--- config.mk ---
export PLATFORM = sky130hd
export DESIGN_NAME = tws_unit
export DESIGN_NICKNAME = d
export VERILOG_FILES = /design/src/tws_pkg.sv /design/src/tws_unit.sv
export SDC_FILE = /design/constraint.sdc
export NUM_CORES = 1
export LEC_CHECK = 0
export BUFFER_PORTS_ARGS = -buffer_cell sky130_fd_sc_hd__buf_2
export CORE_ASPECT_RATIO = 0.8
export CORE_UTILIZATION = 56
export DETAILED_ROUTE_END_ITERATION = 10
export GPL_TIMING_DRIVEN = 0
export HOLD_SLACK_MARGIN = 0.02
export PLACE_DENSITY = 0.88
export SLEW_MARGIN = 30
export SYNTH_ARGS = -nofsm -noshare
export SYNTH_HDL_FRONTEND = slang
export SYNTH_SLANG_ARGS = --single-unit
export TNS_END_PERCENT = 10
--- constraint.sdc ---
create_clock -name mclk -period 2.5 [get_ports mclk]
set_input_delay 0.25 -clock mclk [delete_from_list [all_inputs] [get_ports mclk]]
set_output_delay 0.25 -clock mclk [all_outputs]
set_load 0.02 [all_outputs]
--- src/tws_pkg.sv ---
package tws_pkg;
  localparam logic [7:0] CTRL_ADDR = 8'h99;
  localparam logic [7:0] DATA_ADDR = 8'h9A;
  localparam logic [7:0] OWN_ADDR = 8'h9B;
  localparam logic [7:0] SYS_ADDR = 8'h9C;
  localparam logic [7:0] OWN_RST = 8'h55;
  localparam logic [7:0] DATA_RST = 8'h00;
  localparam logic [7:0] CTRL_RST = 8'h00;
  localparam logic [7:0] SYS_RST = 8'h00;
  localparam logic [15:0] IRQ_VECTOR = 16'h003B;
  // control register fields
  localparam int C_DOUT = 7;
  localparam int C_DDRV = 6;
  localparam int C_COUT = 5;
  localparam int C_DIN = 4;
  localparam int C_MSEL = 3;
  localparam int C_IRST = 2;
  localparam int C_DIR = 1;
  localparam int C_FLAG = 0;
  // system register fields
  localparam int S_IEN = 0;
  localparam int S_GIE = 1;
  localparam int S_SPE = 2;
  localparam logic [3:0] BITS_PER_BYTE = 4'h8;
  typedef enum logic [2:0] {
    ST_IDLE, ST_RECV, ST_ACKOUT, ST_WAIT, ST_SEND, ST_ACKIN, ST_HALT
  } tws_state_t;
endpackage

--- src/tws_unit.sv ---
// Design decisions made here: the register offsets and the address-and-strobe port.
`timescale 1ns/1ps
// Notes on behaviour
// - master-select bit set gives software master; clear gives hardware slave.
// - data-drive-enable set drives the data pin to the data-out bit.
// - in master mode the clock pin always follows the clock-out bit.
// - data-drive-enable clear releases the data pin for reception.
// - data-in bit captures data pin on each clock rising edge while data-drive-enable is clear.
// - after reset the unit is a hardware slave, master-select clear.
// - unit works only while the serial-peripheral enable bit is clear.
// - slave compares address with own-address register; bytes in data register.
// - slave waits for start; flag set after start, matching address, direction.
// - interrupt only when interface enable and global enable both set.
// - any data register access clears the byte-complete flag and interrupt; a byte event in the same cycle wins and leaves the flag set.
// - second data access for one event halts until interface reset bit.
// - interrupt vectors to the fixed address after each complete byte.
// - first byte shows received 7-bit address with direction bit.
// - direction flag holds master read/write bit; set means slave transmits.
// - after valid address slave holds clock low until flag cleared.
// - flag set after each acked byte; a nack also raises it.
// - byte events continue until stop or interface reset.
// - stop or nack ending a sequence returns slave to idle.
// - interface reset bit forces slave idle regardless of progress.
// - address and data events set the same flag, indistinguishable.
module tws_unit
  import tws_pkg::*;
(
  input wire logic mclk,
  input wire logic srst,
  input wire logic [7:0] addr,
  input wire logic [7:0] wdata,
  input wire logic wr,
  input wire logic rd,
  output logic [7:0] rdata,
  output logic irq,
  output logic [15:0] irq_vector,
  input wire logic sda_in,
  output logic sda_out,
  output logic sda_oe_n,
  input wire logic scl_in,
  output logic scl_out,
  output logic scl_oe_n
);
  logic [7:0] own_r;
  logic [7:0] dat_r;
  logic [7:0] sys_r;
  logic dout_r;
  logic ddrv_r;
  logic cout_r;
  logic din_r;
  logic msel_r;
  logic irst_r;
  logic dir_r;
  logic flag_r;
  logic used_r;
  logic [7:0] rdata_r;
  logic [7:0] rdata_nxt;
  logic [7:0] ctrl_rd;
  logic [1:0] pins_s;
  logic sda_s2;
  logic sda_d;
  logic scl_s2;
  logic scl_d;
  tws_state_t state_r;
  logic [3:0] cnt_r;
  logic [7:0] sh_r;
  logic match_r;
  logic active;
  logic slave_on;
  logic slave_live;
  logic master_live;
  logic scl_rise;
  logic scl_fall;
  logic start_c;
  logic stop_c;
  logic wr_ctrl;
  logic wr_data;
  logic wr_own;
  logic wr_sys;
  logic dat_acc;
  logic rx_last;
  logic addr_hit;
  logic din_take;
  logic byte_evt;
  logic sda_low;
  logic hold_scl;

  // pins come from another domain; two flops before any logic reads them
  tws_sync #(
    .WIDTH(2)
  ) u_tws_sync (
    .mclk(mclk),
    .srst(srst),
    .din({sda_in, scl_in}),
    .dout(pins_s)
  );
  assign sda_s2 = pins_s[1];
  assign scl_s2 = pins_s[0];

  // one more stage gives the previous level for edges and bus conditions
  always_ff @(posedge mclk) begin
    if (srst) begin
      sda_d <= 1'b1;
      scl_d <= 1'b1;
    end else begin
      sda_d <= sda_s2;
      scl_d <= scl_s2;
    end
  end

  assign active = ~sys_r[S_SPE];
  assign slave_on = active & ~msel_r;
  assign scl_rise = scl_s2 & ~scl_d;
  assign scl_fall = ~scl_s2 & scl_d;
  assign start_c = scl_s2 & scl_d & sda_d & ~sda_s2;
  assign stop_c = scl_s2 & scl_d & ~sda_d & sda_s2;
  assign wr_ctrl = wr && addr == CTRL_ADDR;
  assign wr_data = wr && addr == DATA_ADDR;
  assign wr_own = wr && addr == OWN_ADDR;
  assign wr_sys = wr && addr == SYS_ADDR;
  assign dat_acc = (wr | rd) && addr == DATA_ADDR;
  assign slave_live = slave_on & ~irst_r;
  assign master_live = active & msel_r;
  assign rx_last = slave_live && scl_rise && state_r == ST_RECV &&
    cnt_r == BITS_PER_BYTE - 4'h1;
  assign addr_hit = sh_r[6:0] == own_r[6:0];
  // data-in only listens while the data driver is off
  assign din_take = master_live && !ddrv_r && scl_rise;
  assign hold_scl = slave_live && state_r == ST_WAIT && flag_r;
  assign ctrl_rd = {dout_r, ddrv_r, cout_r, din_r, msel_r, irst_r, dir_r, flag_r};

  // own address
  always_ff @(posedge mclk) begin
    if (srst) own_r <= OWN_RST;
    else if (wr_own) own_r <= wdata;
  end

  // enables and the pin-sharing bit
  always_ff @(posedge mclk) begin
    if (srst) sys_r <= SYS_RST;
    else if (wr_sys) sys_r <= wdata;
  end

  // software-owned control bits; bits 4, 1 and 0 are read-only
  always_ff @(posedge mclk) begin
    if (srst) begin
      dout_r <= CTRL_RST[C_DOUT];
      ddrv_r <= CTRL_RST[C_DDRV];
      cout_r <= CTRL_RST[C_COUT];
      msel_r <= CTRL_RST[C_MSEL];
      irst_r <= CTRL_RST[C_IRST];
    end else if (wr_ctrl) begin
      dout_r <= wdata[C_DOUT];
      ddrv_r <= wdata[C_DDRV];
      cout_r <= wdata[C_COUT];
      msel_r <= wdata[C_MSEL];
      irst_r <= wdata[C_IRST];
    end
  end

  // master data-in latch on clock rising edge while released
  always_ff @(posedge mclk) begin
    if (srst) din_r <= 1'b0;
    else if (din_take) din_r <= sda_s2;
  end

  // byte-complete event from the slave engine
  always_comb begin
    byte_evt = 1'b0;
    if (rx_last) begin
      // address byte only counts when it matches; data bytes always do
      if (match_r) byte_evt = 1'b1;
      else byte_evt = addr_hit;
    end
    if (slave_live && scl_rise && state_r == ST_ACKIN) byte_evt = 1'b1;
  end

  // flag: set wins over the clearing access
  always_ff @(posedge mclk) begin
    if (srst) begin
      flag_r <= 1'b0;
      used_r <= 1'b0;
    end else if (byte_evt) begin
      flag_r <= 1'b1;
      used_r <= 1'b0;
    end else if (irst_r) begin
      flag_r <= 1'b0;
      used_r <= 1'b0;
    end else if (dat_acc) begin
      flag_r <= 1'b0;
      used_r <= 1'b1;
    end
  end

  assign irq = flag_r & sys_r[S_IEN] & sys_r[S_GIE];
  assign irq_vector = IRQ_VECTOR;

  // slave engine
  always_ff @(posedge mclk) begin
    if (srst) begin
      state_r <= ST_IDLE;
      cnt_r <= 4'h0;
      sh_r <= 8'h00;
      match_r <= 1'b0;
      dir_r <= 1'b0;
      dat_r <= DATA_RST;
    end else begin
      if (wr && addr == DATA_ADDR) dat_r <= wdata;
      if (!slave_on || irst_r) begin
        state_r <= ST_IDLE;
        match_r <= 1'b0;
      end else if (state_r == ST_HALT) begin
        state_r <= ST_HALT;
      end else if (dat_acc && used_r && !byte_evt) begin
        state_r <= ST_HALT;
      end else if (start_c) begin
        state_r <= ST_RECV;
        cnt_r <= 4'h0;
        match_r <= 1'b0;
      end else if (stop_c) begin
        state_r <= ST_IDLE;
        match_r <= 1'b0;
      end else begin
        case (state_r)
          ST_IDLE: cnt_r <= 4'h0;
          ST_RECV: begin
            if (scl_rise) begin
              sh_r <= {sh_r[6:0], sda_s2};
              cnt_r <= cnt_r + 4'h1;
              if (cnt_r == BITS_PER_BYTE - 4'h1) begin
                if (!match_r) begin
                  if (sh_r[6:0] == own_r[6:0]) begin
                    dat_r <= {sh_r[6:0], sda_s2};
                    dir_r <= sda_s2;
                    match_r <= 1'b1;
                  end else begin
                    state_r <= ST_IDLE;
                  end
                end else begin
                  dat_r <= {sh_r[6:0], sda_s2};
                end
              end
            end else if (scl_fall && cnt_r == BITS_PER_BYTE) begin
              state_r <= ST_ACKOUT;
            end
          end
          ST_ACKOUT: if (scl_fall) state_r <= ST_WAIT;
          ST_WAIT: begin
            // clock held low until software has serviced the byte
            if (!flag_r) begin
              cnt_r <= 4'h0;
              sh_r <= dat_r;
              state_r <= dir_r ? ST_SEND : ST_RECV;
            end
          end
          ST_SEND: begin
            if (scl_fall) begin
              sh_r <= {sh_r[6:0], 1'b1};
              cnt_r <= cnt_r + 4'h1;
              if (cnt_r == BITS_PER_BYTE - 4'h1) state_r <= ST_ACKIN;
            end
          end
          ST_ACKIN: begin
            if (scl_rise && sda_s2) match_r <= 1'b0;
            if (scl_fall) state_r <= match_r ? ST_WAIT : ST_IDLE;
          end
          default: state_r <= ST_IDLE;
        endcase
      end
    end
  end

  // pin drivers; open drain in slave mode, low enable means driving
  always_comb begin
    sda_low = 1'b0;
    if (slave_live) begin
      if (state_r == ST_ACKOUT) sda_low = 1'b1;
      if (state_r == ST_SEND) sda_low = ~sh_r[7];
    end
  end

  always_ff @(posedge mclk) begin
    if (srst) sda_out <= 1'b1;
    else if (master_live) sda_out <= dout_r;
    else sda_out <= 1'b0;
  end

  always_ff @(posedge mclk) begin
    if (srst) sda_oe_n <= 1'b1;
    else if (master_live) sda_oe_n <= ~ddrv_r;
    else sda_oe_n <= ~sda_low;
  end

  always_ff @(posedge mclk) begin
    if (srst) scl_out <= 1'b1;
    else if (master_live) scl_out <= cout_r;
    else scl_out <= 1'b0;
  end

  // stretching trades bus throughput for never losing a byte
  always_ff @(posedge mclk) begin
    if (srst) scl_oe_n <= 1'b1;
    else if (master_live) scl_oe_n <= 1'b0;
    else scl_oe_n <= ~hold_scl;
  end

  // read port, data one cycle after the strobe, unmapped reads zero
  always_comb begin
    rdata_nxt = 8'h00;
    if (rd) begin
      case (addr)
        CTRL_ADDR: rdata_nxt = ctrl_rd;
        DATA_ADDR: rdata_nxt = dat_r;
        OWN_ADDR: rdata_nxt = own_r;
        SYS_ADDR: rdata_nxt = sys_r;
        default: rdata_nxt = 8'h00;
      endcase
    end
  end

  // zero outside the answer cycle so a bus or-tree needs no gating
  always_ff @(posedge mclk) begin
    if (srst) rdata_r <= 8'h00;
    else rdata_r <= rdata_nxt;
  end
  assign rdata = rdata_r;
endmodule

// two-flop synchroniser; resets to the idle-high level of the pins
module tws_sync #(
  parameter int WIDTH = 2
) (
  input wire logic mclk,
  input wire logic srst,
  input wire logic [WIDTH-1:0] din,
  output logic [WIDTH-1:0] dout
);
  logic [WIDTH-1:0] meta_r;

  // only the second stage is read outside this module
  always_ff @(posedge mclk) begin
    if (srst) begin
      meta_r <= '1;
      dout <= '1;
    end else begin
      meta_r <= din;
      dout <= meta_r;
    end
  end
endmodule
### After elaboration in Yosys (flattened, before gate mapping)

Index checks and enable logic that the tools add are counted.

| word-level totals | value |
|---|---|
| register bits | 67 |
| latch bits | 0 |
| memory bits (writable) | 0 |
| ROM bits | 0 |
| input bits | 22 |
| output and inout bits | 29 |
| logic and storage cells | 197 |
| memories kept | 0 |

| cells by class | value |
|---|---|
| add/subtract/negate cells | 1 |
| multiply operators | 0 |
| divide/modulo/power cells | 0 |
| magnitude comparators | 0 |
| eq/ne operators | 43 |
| shift operators | 0 |
| muxes and demuxes | 60 |
| bitwise operators | 31 |
| reduce and logical (&&, ||, !) cells | 36 |

Operator list:

| cell | count |
|---|---|
| 2-to-1 mux 8 bit | 14 |
| 2-to-1 mux 3 bit | 15 |
| == test 8 bit, second input constant | 4 |
| case mux 8 bit (4 select lines) | 1 |
| AND reduction 10 bit | 3 |
| != test 4 bit, second input constant | 6 |
| case mux 8 bit (3 select lines) | 1 |
| 2-to-1 mux 1 bit | 20 |
| 2-to-1 mux 4 bit | 5 |
| != test 6 bit, second input constant | 3 |
| NOT 1 bit | 18 |
| case mux 3 bit (6 select lines) | 1 |
| logical AND 1 bit | 17 |
| case mux 4 bit (4 select lines) | 1 |
| != test 5 bit, second input constant | 3 |
| != test 7 x 4 -> 1 bit, second input constant | 2 |
| != test 7 x 5 -> 1 bit, second input constant | 2 |
| AND 1 bit | 12 |
| != test 3 bit, second input constant | 4 |
| != test 6 x 4 -> 1 bit, second input constant | 2 |
| != test 5 x 4 -> 1 bit, second input constant | 2 |
| == test 3 bit, second input constant | 3 |
| AND reduction 9 bit | 1 |
| != test 2 bit, second input constant | 4 |
| 21 further kinds | 27 |

### Longest topological paths before layout

Gate-level depths: netlist of the first run.

| logic depth | value |
|---|---|
| depth in word-level cells | 13 |
| gate-level depth with buffers | 8 |
| depth with buffers taken out | 8 |

### Modules after synthesis

Synthesis of the first run repeated with hierarchy kept, for this count alone.

| second synthesis, totals | value |
|---|---|
| cell total of the unflattened synthesis | 412 |
| area total of the unflattened synthesis | 3560.9 um^2 |

Modules (own cells, without submodules):

| module | times used | cells each | area each (um^2) | sequential area each (um^2) |
|---|---|---|---|---|
| tws_unit | 1 | 404 | 3455.8 | 1261.2 |
| tws_sync | 1 | 8 | 105.1 | 80.1 |

### Least setup slack after synthesis of the first run

Ideal clock, no wire load.

| timing path | value |
|---|---|
| path type | register -> register |
| start | register u_tws_sync.dout[0] |
| end | register cnt_r[0] |
| setup time | 123 ps |
| data arrival time | 1899 ps |
| required time | 2377 ps |
| slack | 478 ps |
| stages on the path, launching flop included | 8 |
| buffers on the path | 1 |
| clock period less this slack | 2022 ps |
| cells stage by stage | dfxtp_1 -> buf_4 -> nor4bb_4 -> and2_4 -> or4_4 -> o211ai_2 -> nand2b_1 -> mux2_1 |

| on the way | value |
|---|---|
| cells in the longest elaborated chain, start to end | 10 |
| elaborated cells on any way between the ends | 24 |
| classes of those cells | eq/ne (4); mux (3); bitwise (9); reduce/logical (8) |

RTL lines:

| element | line | RTL |
|---|---|---|
| from (decl) | tws_unit.sv:336 | `output logic [WIDTH-1:0] dout` |
| from (signal assigned) | tws_unit.sv:347 | `dout <= meta_r;` |
| AND 1 bit | tws_unit.sv:113 | `assign scl_rise = scl_s2 & ~scl_d;` |
| logical AND 1 bit | tws_unit.sv:124, tws_unit.sv:175 |  |
| logical AND 1 bit (2 in a row) | tws_unit.sv:124 | `assign rx_last = slave_live && scl_rise && state_r == ST_RECV &&` |
| 2-to-1 mux 1 bit | tws_unit.sv:170 | `if (rx_last) begin` |
| 2-to-1 mux 1 bit | tws_unit.sv:175 | `if (slave_live && scl_rise && state_r == ST_ACKIN) byte_evt = 1'b1;` |
| zero test 1 bit | tws_unit.sv:214 | `end else if (dat_acc && used_r && !byte_evt) begin` |
| logical AND 1 bit | tws_unit.sv:214 |  |
| NOT 1 bit (no line) | - |  |
| AND reduction 8 bit (no line) | - |  |
| to (signal assigned) | tws_unit.sv:229 | `cnt_r <= cnt_r + 4'h1;` |
| to (signal assigned) | tws_unit.sv:259 | `cnt_r <= cnt_r + 4'h1;` |
| to (decl) | tws_unit.sv:65 | `logic [3:0] cnt_r;` |

Several ways; a longest one is shown, not always the timed one.
A chain may end at the register's enable or synchronous reset.

### Worst setup path in the final report of the first run

| timing path | value |
|---|---|
| start | register irst_r |
| end | register cnt_r[0] |

| on the way | value |
|---|---|
| cells in the longest elaborated chain, start to end | 11 |
| elaborated cells on any way between the ends | 14 |
| classes of those cells | mux (2); bitwise (4); reduce/logical (8) |

RTL lines:

| element | line | RTL |
|---|---|---|
| from (decl) | tws_unit.sv:52 | `logic irst_r;` |
| from (signal assigned) | tws_unit.sv:151 | `irst_r <= CTRL_RST[C_IRST];` |
| from (signal assigned) | tws_unit.sv:157 | `irst_r <= wdata[C_IRST];` |
| NOT 1 bit | tws_unit.sv:122 | `assign slave_live = slave_on & ~irst_r;` |
| AND 1 bit | tws_unit.sv:122 |  |
| logical AND 1 bit | tws_unit.sv:124, tws_unit.sv:175 |  |
| logical AND 1 bit (2 in a row) | tws_unit.sv:124 |  |
| 2-to-1 mux 1 bit | tws_unit.sv:170 |  |
| 2-to-1 mux 1 bit | tws_unit.sv:175 |  |
| zero test 1 bit | tws_unit.sv:214 |  |
| logical AND 1 bit | tws_unit.sv:214 |  |
| NOT 1 bit (no line) | - |  |
| AND reduction 8 bit (no line) (*) | - |  |

Every way passes the cells marked *; elsewhere a longest branch is shown, timed or not.

==> results of run 1 <==
worst register-to-register path: stages (launching register included):
cell and delay (ns):
dfxtp_1 0.32, clkbuf_1 0.28, nor3_1 0.17, and2_4 0.17
or4_4 0.59, o211ai_2 0.13, nand2b_1 0.23, mux2_1 0.34
stage by stage:
step / worst slack, ns / hold slack, ns / area (um2)
after floorplan: 0.4776 / 0.3538 / 3572
after detailed placement: 0.2269 / 0.3948 / 3844
after global routing: 0.004671 / 0.07840 / 4026
final: 0.1635 / 0.07351 / 4026
after global placement: 0.2665 / 0.3928 / 3844
after CTS: 0.2016 / 0.06570 / 4026
per-layer routing:
layer / global-route usage, % / share of wire (%) / up-vias
li1: - / - / 1611
met1: 41.28 / 43 / 1597
met2: 45.20 / 44 / 199
met3: 9.375 / 10 / 35
met4: 15.05 / 2.6 / 0
met5: 0 / 0 / -
sequential cells by signal, indices dropped and copies added, names as in the netlist, 2 cells and up:
signal             cells
state_r                3
cnt_r                  4
own_r                  8
rdata                  8
sys_r                  8
sh_r                   8
u_tws_sync.dout        2
dat_r                  8
u_tws_sync.meta_r      2
layout make-up:
class | instances | area [um2]
inverter | 11 | 41.29
buffer | 36 | 212.7
fill | 500 | 1948
timing repair buffer | 34 | 170.2
clock inverter | 5 | 55.05
sequential | 67 | 1341
tap | 81 | 101.3
multi-input combinational | 328 | 1977
clock buffer | 10 | 127.6
synth_stat cells (all sizes together) (6+ instances only):
library cell,count,share of area (%)
nor2,28,3.1
nand3,27,3.8
buf,23,4.7
nand2b,6,1.1
a31oi,11,2.0
xnor2,7,1.7
mux2i,19,5.4
nand2,61,6.5
or2,6,1.1
o21ai,22,3.1
nor3,7,1.0
mux2,10,3.2
a22oi,9,1.9
dfxtp,67,38
inv,9,0.96
clkbuf,13,1.4
or3,8,1.4
a21oi,35,5.0
worst min path at each step:
stage | from | slack, ns | to | depth (start not counted)
2_1_floorplan | scl_in | 0.35 | u_tws_sync.meta_r[0] | 1
3_3_place_gp | u_tws_sync.meta_r[1] | 0.39 | u_tws_sync.dout[1] | 1
3_5_place_dp | u_tws_sync.meta_r[0] | 0.39 | u_tws_sync.dout[0] | 1
4_1_cts | sda_in | 0.07 | u_tws_sync.meta_r[1] | 2
5_1_grt | sda_in | 0.08 | u_tws_sync.meta_r[1] | 2
6_report | sda_in | 0.07 | u_tws_sync.meta_r[1] | 2
report_power, final:
group / total, uW / switching, uW / internal, uW
clock: 870 / 419 / 451
sequential: 1080 / 4.46 / 1070
combinational: 152 / 98.8 / 53.2
total: 2100 / 522 / 1580
kinds of logic after synthesis:
logic type,after synthesis
xor gates and xnor gates,9
DFF,67
other,2
and+or+nand+nor,174
adders and majority gates,2
muxes,29
buffers and inverters,47
AOI/OAI and AO/OA,98
placed cells by master, fill, tap and decap left out, types with 3 or more instances in the layout:
cell type and instances:
nand2_1 61, nor3_1 7, or2_2 6, or3_1 8
mux2i_1 19, nand2b_1 6, nor4_1 3, conb_1 16
nand3_1 27, buf_2 39, o21a_1 4, o211a_1 3
o21ai_1 6, xnor2_1 7, a31oi_1 11, a22oi_1 9
buf_4 17, mux2_2 9, a21oi_1 35, inv_1 9
clkbuf_1 14, o21ai_0 16, nor2b_1 5, dfxtp_1 67
clkbuf_8 9, nor2_1 27
==> impl_metrics.ini, run 1 <==
[global_routing]
grt_pass1_wl_um = 15520
grt_max_degree = 12
grt-ovfl-total = 0
grt_pass1_vias = 3121
track_usage_pct = 30.77
antenna_found_initial = 0

[final_layout]
synthToLayoutAreaGrowth_pct = 14.40
antenna_cells = 0
utilization_pct = 67.39
drive_above_1_share_pct = 19.35
fin_nets = 511
fin_cells = 572

[routing]
avgViaCountPerCell = 6.017
drt-total-wl_um = 9702
vias = 3442
drc_errors = 0
drtPass1Iterations = 5
drtIter0Drc = 462
post_drt_wl_per_cell_um = 16.96
ant_nets = 0

[critical_path]
critPathMaxStageDelay_ns = 0.59
crit_chain = clkbuf_1 -> nor3_1 -> and2_4 -> or4_4 -> o211ai_2 -> nand2b_1 -> mux2_1
crit_start = irst_r
worst-path-stages = 7
cp_top_family = simple AND/OR/NAND/NOR gates
timing.rr.end = cnt_r[0]
critPathBufInv = 1
r2r-start = irst_r
crit_path_end = cnt_r[0]
ff2ff_path_depth = 7
reg2reg_slack_ns = 0.16
worst-path-max-fanout = 8
slowest_stage = or4_4
cp-start-kind = register
critical_path_arrival_ns = 2.58
crit_type = register to register
worstPathRequired_ns = 2.74
cp-end-kind = register

[synth]
synthAdderAreaFrac_pct = 0.7110
synth_area_um2 = 3520
netlist_instances = 428
ys_ff_latch = 67
synth-compound-area-share_pct = 17.10
seq_area_frac_synth_pct = 38.11
synth_xor_area_share_pct = 2.240
synth_edf_count = 0
async_reset_ff_share_pct = 0
synth_mux_area_share_pct = 8.603
synth_top_family_by_area = simple AND/OR/NAND/NOR gates
synthDistinctLibCells = 62
synthSimpleGateAreaFrac_pct = 25.81
syn_area_per_cell_um2 = 8.223
synth_flop_cell = dfxtp_1
synth_warnings = 0

[worst_hold_path]
hp-class = input port to register

[clock_network]
cts_resized = 0
postCtsHoldBufs = 0
clk_latency_ns = 0.35
cts.sinks = 67
post_cts_buffers = 0
clockRootBuffer = clkbuf_8
cts.path.max_buffers = 2
cts-buffers-inserted = 9
htree_levels = 3
tritoncts = done
path_clk_slew_ns = 0.07

[timing]
rsz0062_at_grt = false
period_needed_ns = 2.336
slew_violations = 0
slew_headroom_pct = 36.61
fmax_mhz = 428.0
tightest_slew_ns = 0.9430
setup_viol = 0
fin_crit_sh_pct = 93.46
final_hold_viol_count = 0
finalSetupTns_ns = 0
skew_ns = 0.003763

[place]
gp_congestion = 0.9284
place_inst = 557
hpwlAfterDp_um = 6797
numPortBuffers = 34

[floorplan]
io-pin-count = 51
row_count = 25
die_area_um2 = 6608
dieWidth_um = 90.64
initial_core_util_pct = 58.91
core_um2 = 5974
floorplan.die.height_um = 72.91

[job]
maxCapViolations = 0

[outcome]
status = finished clean

[power_and_ir_drop]
p_leak_uw = 0.001525
cellPowerDensity_nw_per_um2 = 521.7
power_uw = 2101
vdd_ir_drop_max_mv = 0.2341
No activity file was read; power rests on OpenSTA's default activity.
==> run 2, diff against run 1 <==
--- a/config.mk
+++ b/config.mk
@@ -6,12 +6,15 @@
 export NUM_CORES = 1
 export LEC_CHECK = 0
 export BUFFER_PORTS_ARGS = -buffer_cell sky130_fd_sc_hd__buf_2
+export CELL_PAD_IN_SITES_DETAIL_PLACEMENT = 1
+export CELL_PAD_IN_SITES_GLOBAL_PLACEMENT = 2
 export CORE_ASPECT_RATIO = 0.8
-export CORE_UTILIZATION = 56
+export CORE_UTILIZATION = 34
+export CTS_CLUSTER_DIAMETER = 80
 export DETAILED_ROUTE_END_ITERATION = 10
 export GPL_TIMING_DRIVEN = 0
 export HOLD_SLACK_MARGIN = 0.02
-export PLACE_DENSITY = 0.88
+export PLACE_DENSITY = 0.9
 export SLEW_MARGIN = 30
 export SYNTH_ARGS = -nofsm -noshare
 export SYNTH_HDL_FRONTEND = slang
==> run 2 against run 1 <==
Against the previous run:
- flip-flop and latch count unchanged
- clock-buffer cell count up 1
- cell area up 5.2%
- critical endpoint is now sh_r[6]
- clock skew up 0.0044 ns
- hold slack better by 0.016 ns
- sequential power about the same
==> impl_metrics.ini, run 2 (synthesized netlist as in run 1, its figures left out) <==
[outcome]
status = finished clean

[final_layout]
utilization_pct = 42.99
layout_common_cells = dfxtp_1, nand2_1, buf_2
fin_cells = 628
drive_above_1_share_pct = 19.72
antenna_cells = 0
fin_nets = 511
fill_cells = 1231
synthToLayoutAreaGrowth_pct = 20.30
mostFrequentLayoutCell = dfxtp_1

[worst_hold_path]
hp-class = input port to register
whs_path_depth = 2
min_from = sda_in
whs_endpoint = u_tws_sync.meta_r[1]

[clock_network]
clockRootBuffer = clkbuf_16
htree_levels = 3
post_cts_buffers = 0
tritoncts = done
cts-buffers-inserted = 9
cts.sinks = 67
clk_latency_ns = 0.34
path_clk_slew_ns = 0.05
cts.path.max_buffers = 2

[critical_path]
reg2reg_slack_ns = 0.12
timing.rr.end = sh_r[6]
critical_path_arrival_ns = 2.65
cp-end-kind = register
worst-path-max-fanout = 10
r2r-start = sh_r[5]
worstPathRequired_ns = 2.76
crit_type = register to register
ff2ff_path_depth = 7
cp-start-kind = register

[global_routing]
grt_pass1_vias = 3434
grt_pass1_wl_um = 18330
track_usage_pct = 22.98
grt_max_degree = 12
antenna_found_initial = 0
grt-ovfl-total = 0

[timing]
fin_crit_sh_pct = 95.34
finalSetupTns_ns = 0
final_hold_viol_count = 0
slew_headroom_pct = 32.95
slew_violations = 0
period_needed_ns = 2.383
skew_ns = 0.008180
tightest_slew_ns = 0.9975
fmax_mhz = 419.6
setup_viol = 0
rsz0062_at_grt = false

[routing]
drt-total-wl_um = 11470
post_drt_wl_per_cell_um = 18.26
drtIter0Drc = 199
vias = 3418
ant_nets = 0
drc_errors = 0
avgViaCountPerCell = 5.443
drtPass1Iterations = 4

[floorplan]
dieWidth_um = 115.8
io-pin-count = 51
die_area_um2 = 10770
floorplan.die.height_um = 93
initial_core_util_pct = 35.73
core_um2 = 9849
row_count = 32

[power_and_ir_drop]
p_leak_uw = 0.001589
cellPowerDensity_nw_per_um2 = 612.9
vdd_ir_drop_max_mv = 0.2655
power_uw = 2595

[place]
gp_congestion = 0.8916
place_inst = 612
hpwlAfterDp_um = 8492
numPortBuffers = 34

[job]
maxCapViolations = 0
-- run 2: cell types whose count changed in the layout (fill, tap and decap cells not counted) --
cell	change
a32oi_1	-1
a32oi_2	+1
bufinv_16	+1
clkbuf_1	+1
clkbuf_16	+9
clkbuf_8	-9
clkinv_1	-1
o311ai_0	-1
o311ai_1	+1
-- run 2: how the worst max path moves through the flow --
stage                  startpoint         end  slack (ns)  cells past startpoint
3_3_place_gp              addr[5]     match_r        0.18                      8
3_5_place_dp             cnt_r[0]  state_r[0]        0.12                      7
5_1_grt                   sh_r[0]     sh_r[6]       0.008                      7
4_1_cts                  cnt_r[0]  state_r[0]         0.1                      7
2_1_floorplan  u_tws_sync.dout[0]    cnt_r[0]        0.48                      7
6_report                  sh_r[5]     sh_r[6]        0.12                      7
-- run 2: through the flow --
stage | worst slack, ns | instance area [um2] | hold WS (ns)
global route | 0.007580 | 4234 | 0.08827
floorplan | 0.4776 | 3572 | 0.3538
CTS | 0.09652 | 4223 | 0.08349
finish | 0.1166 | 4234 | 0.08951
global placement | 0.1807 | 3913 | 0.3922
detailed placement | 0.1181 | 3913 | 0.4003
-- run 2: repair_timing --
item,4_1_cts,5_1_grt
setup endpoints to repair,0,3
resized for setup,0,3
hold buffers,0,0
-- run 2: worst max-delay path, stage by stage, from the launching register on --
cell      delay [ns]
dfxtp_1         0.45
xnor2_1         0.16
nand4_1         0.24
o21a_1          0.31
o211a_1         0.26
clkbuf_1        0.26
or3_1           0.45
a21oi_1         0.17
-- run 2: final cells by class --
type	instances	area, um2	share of cell area [%]
Buffer	36	212.7	5.024
Clock inverter	5	77.57	1.832
Sequential cell	67	1341	31.68
Tap cell	136	170.2	4.019
Timing Repair Buffer	34	170.2	4.019
Inverter	11	45.04	1.064
Clock buffer	11	232.7	5.496
Multi-Input combinational cell	328	1984	46.87
-- run 2: report_power, final --
group          leakage, uW  internal, uW  switching (uW)
logic             0.000898          53.7             103
clock network     0.000150           870             488
registers         0.000542          1080            4.69
total              0.00159          2000             596
-- run 2: metal layers --
layer,global-route usage (%),part of all wire [%],up-vias
li1,-,-,1613
met2,34.73,44,105
met4,8.333,1.8,0
met5,0,0,-
met3,4.990,4.7,17
met1,31.97,49,1683
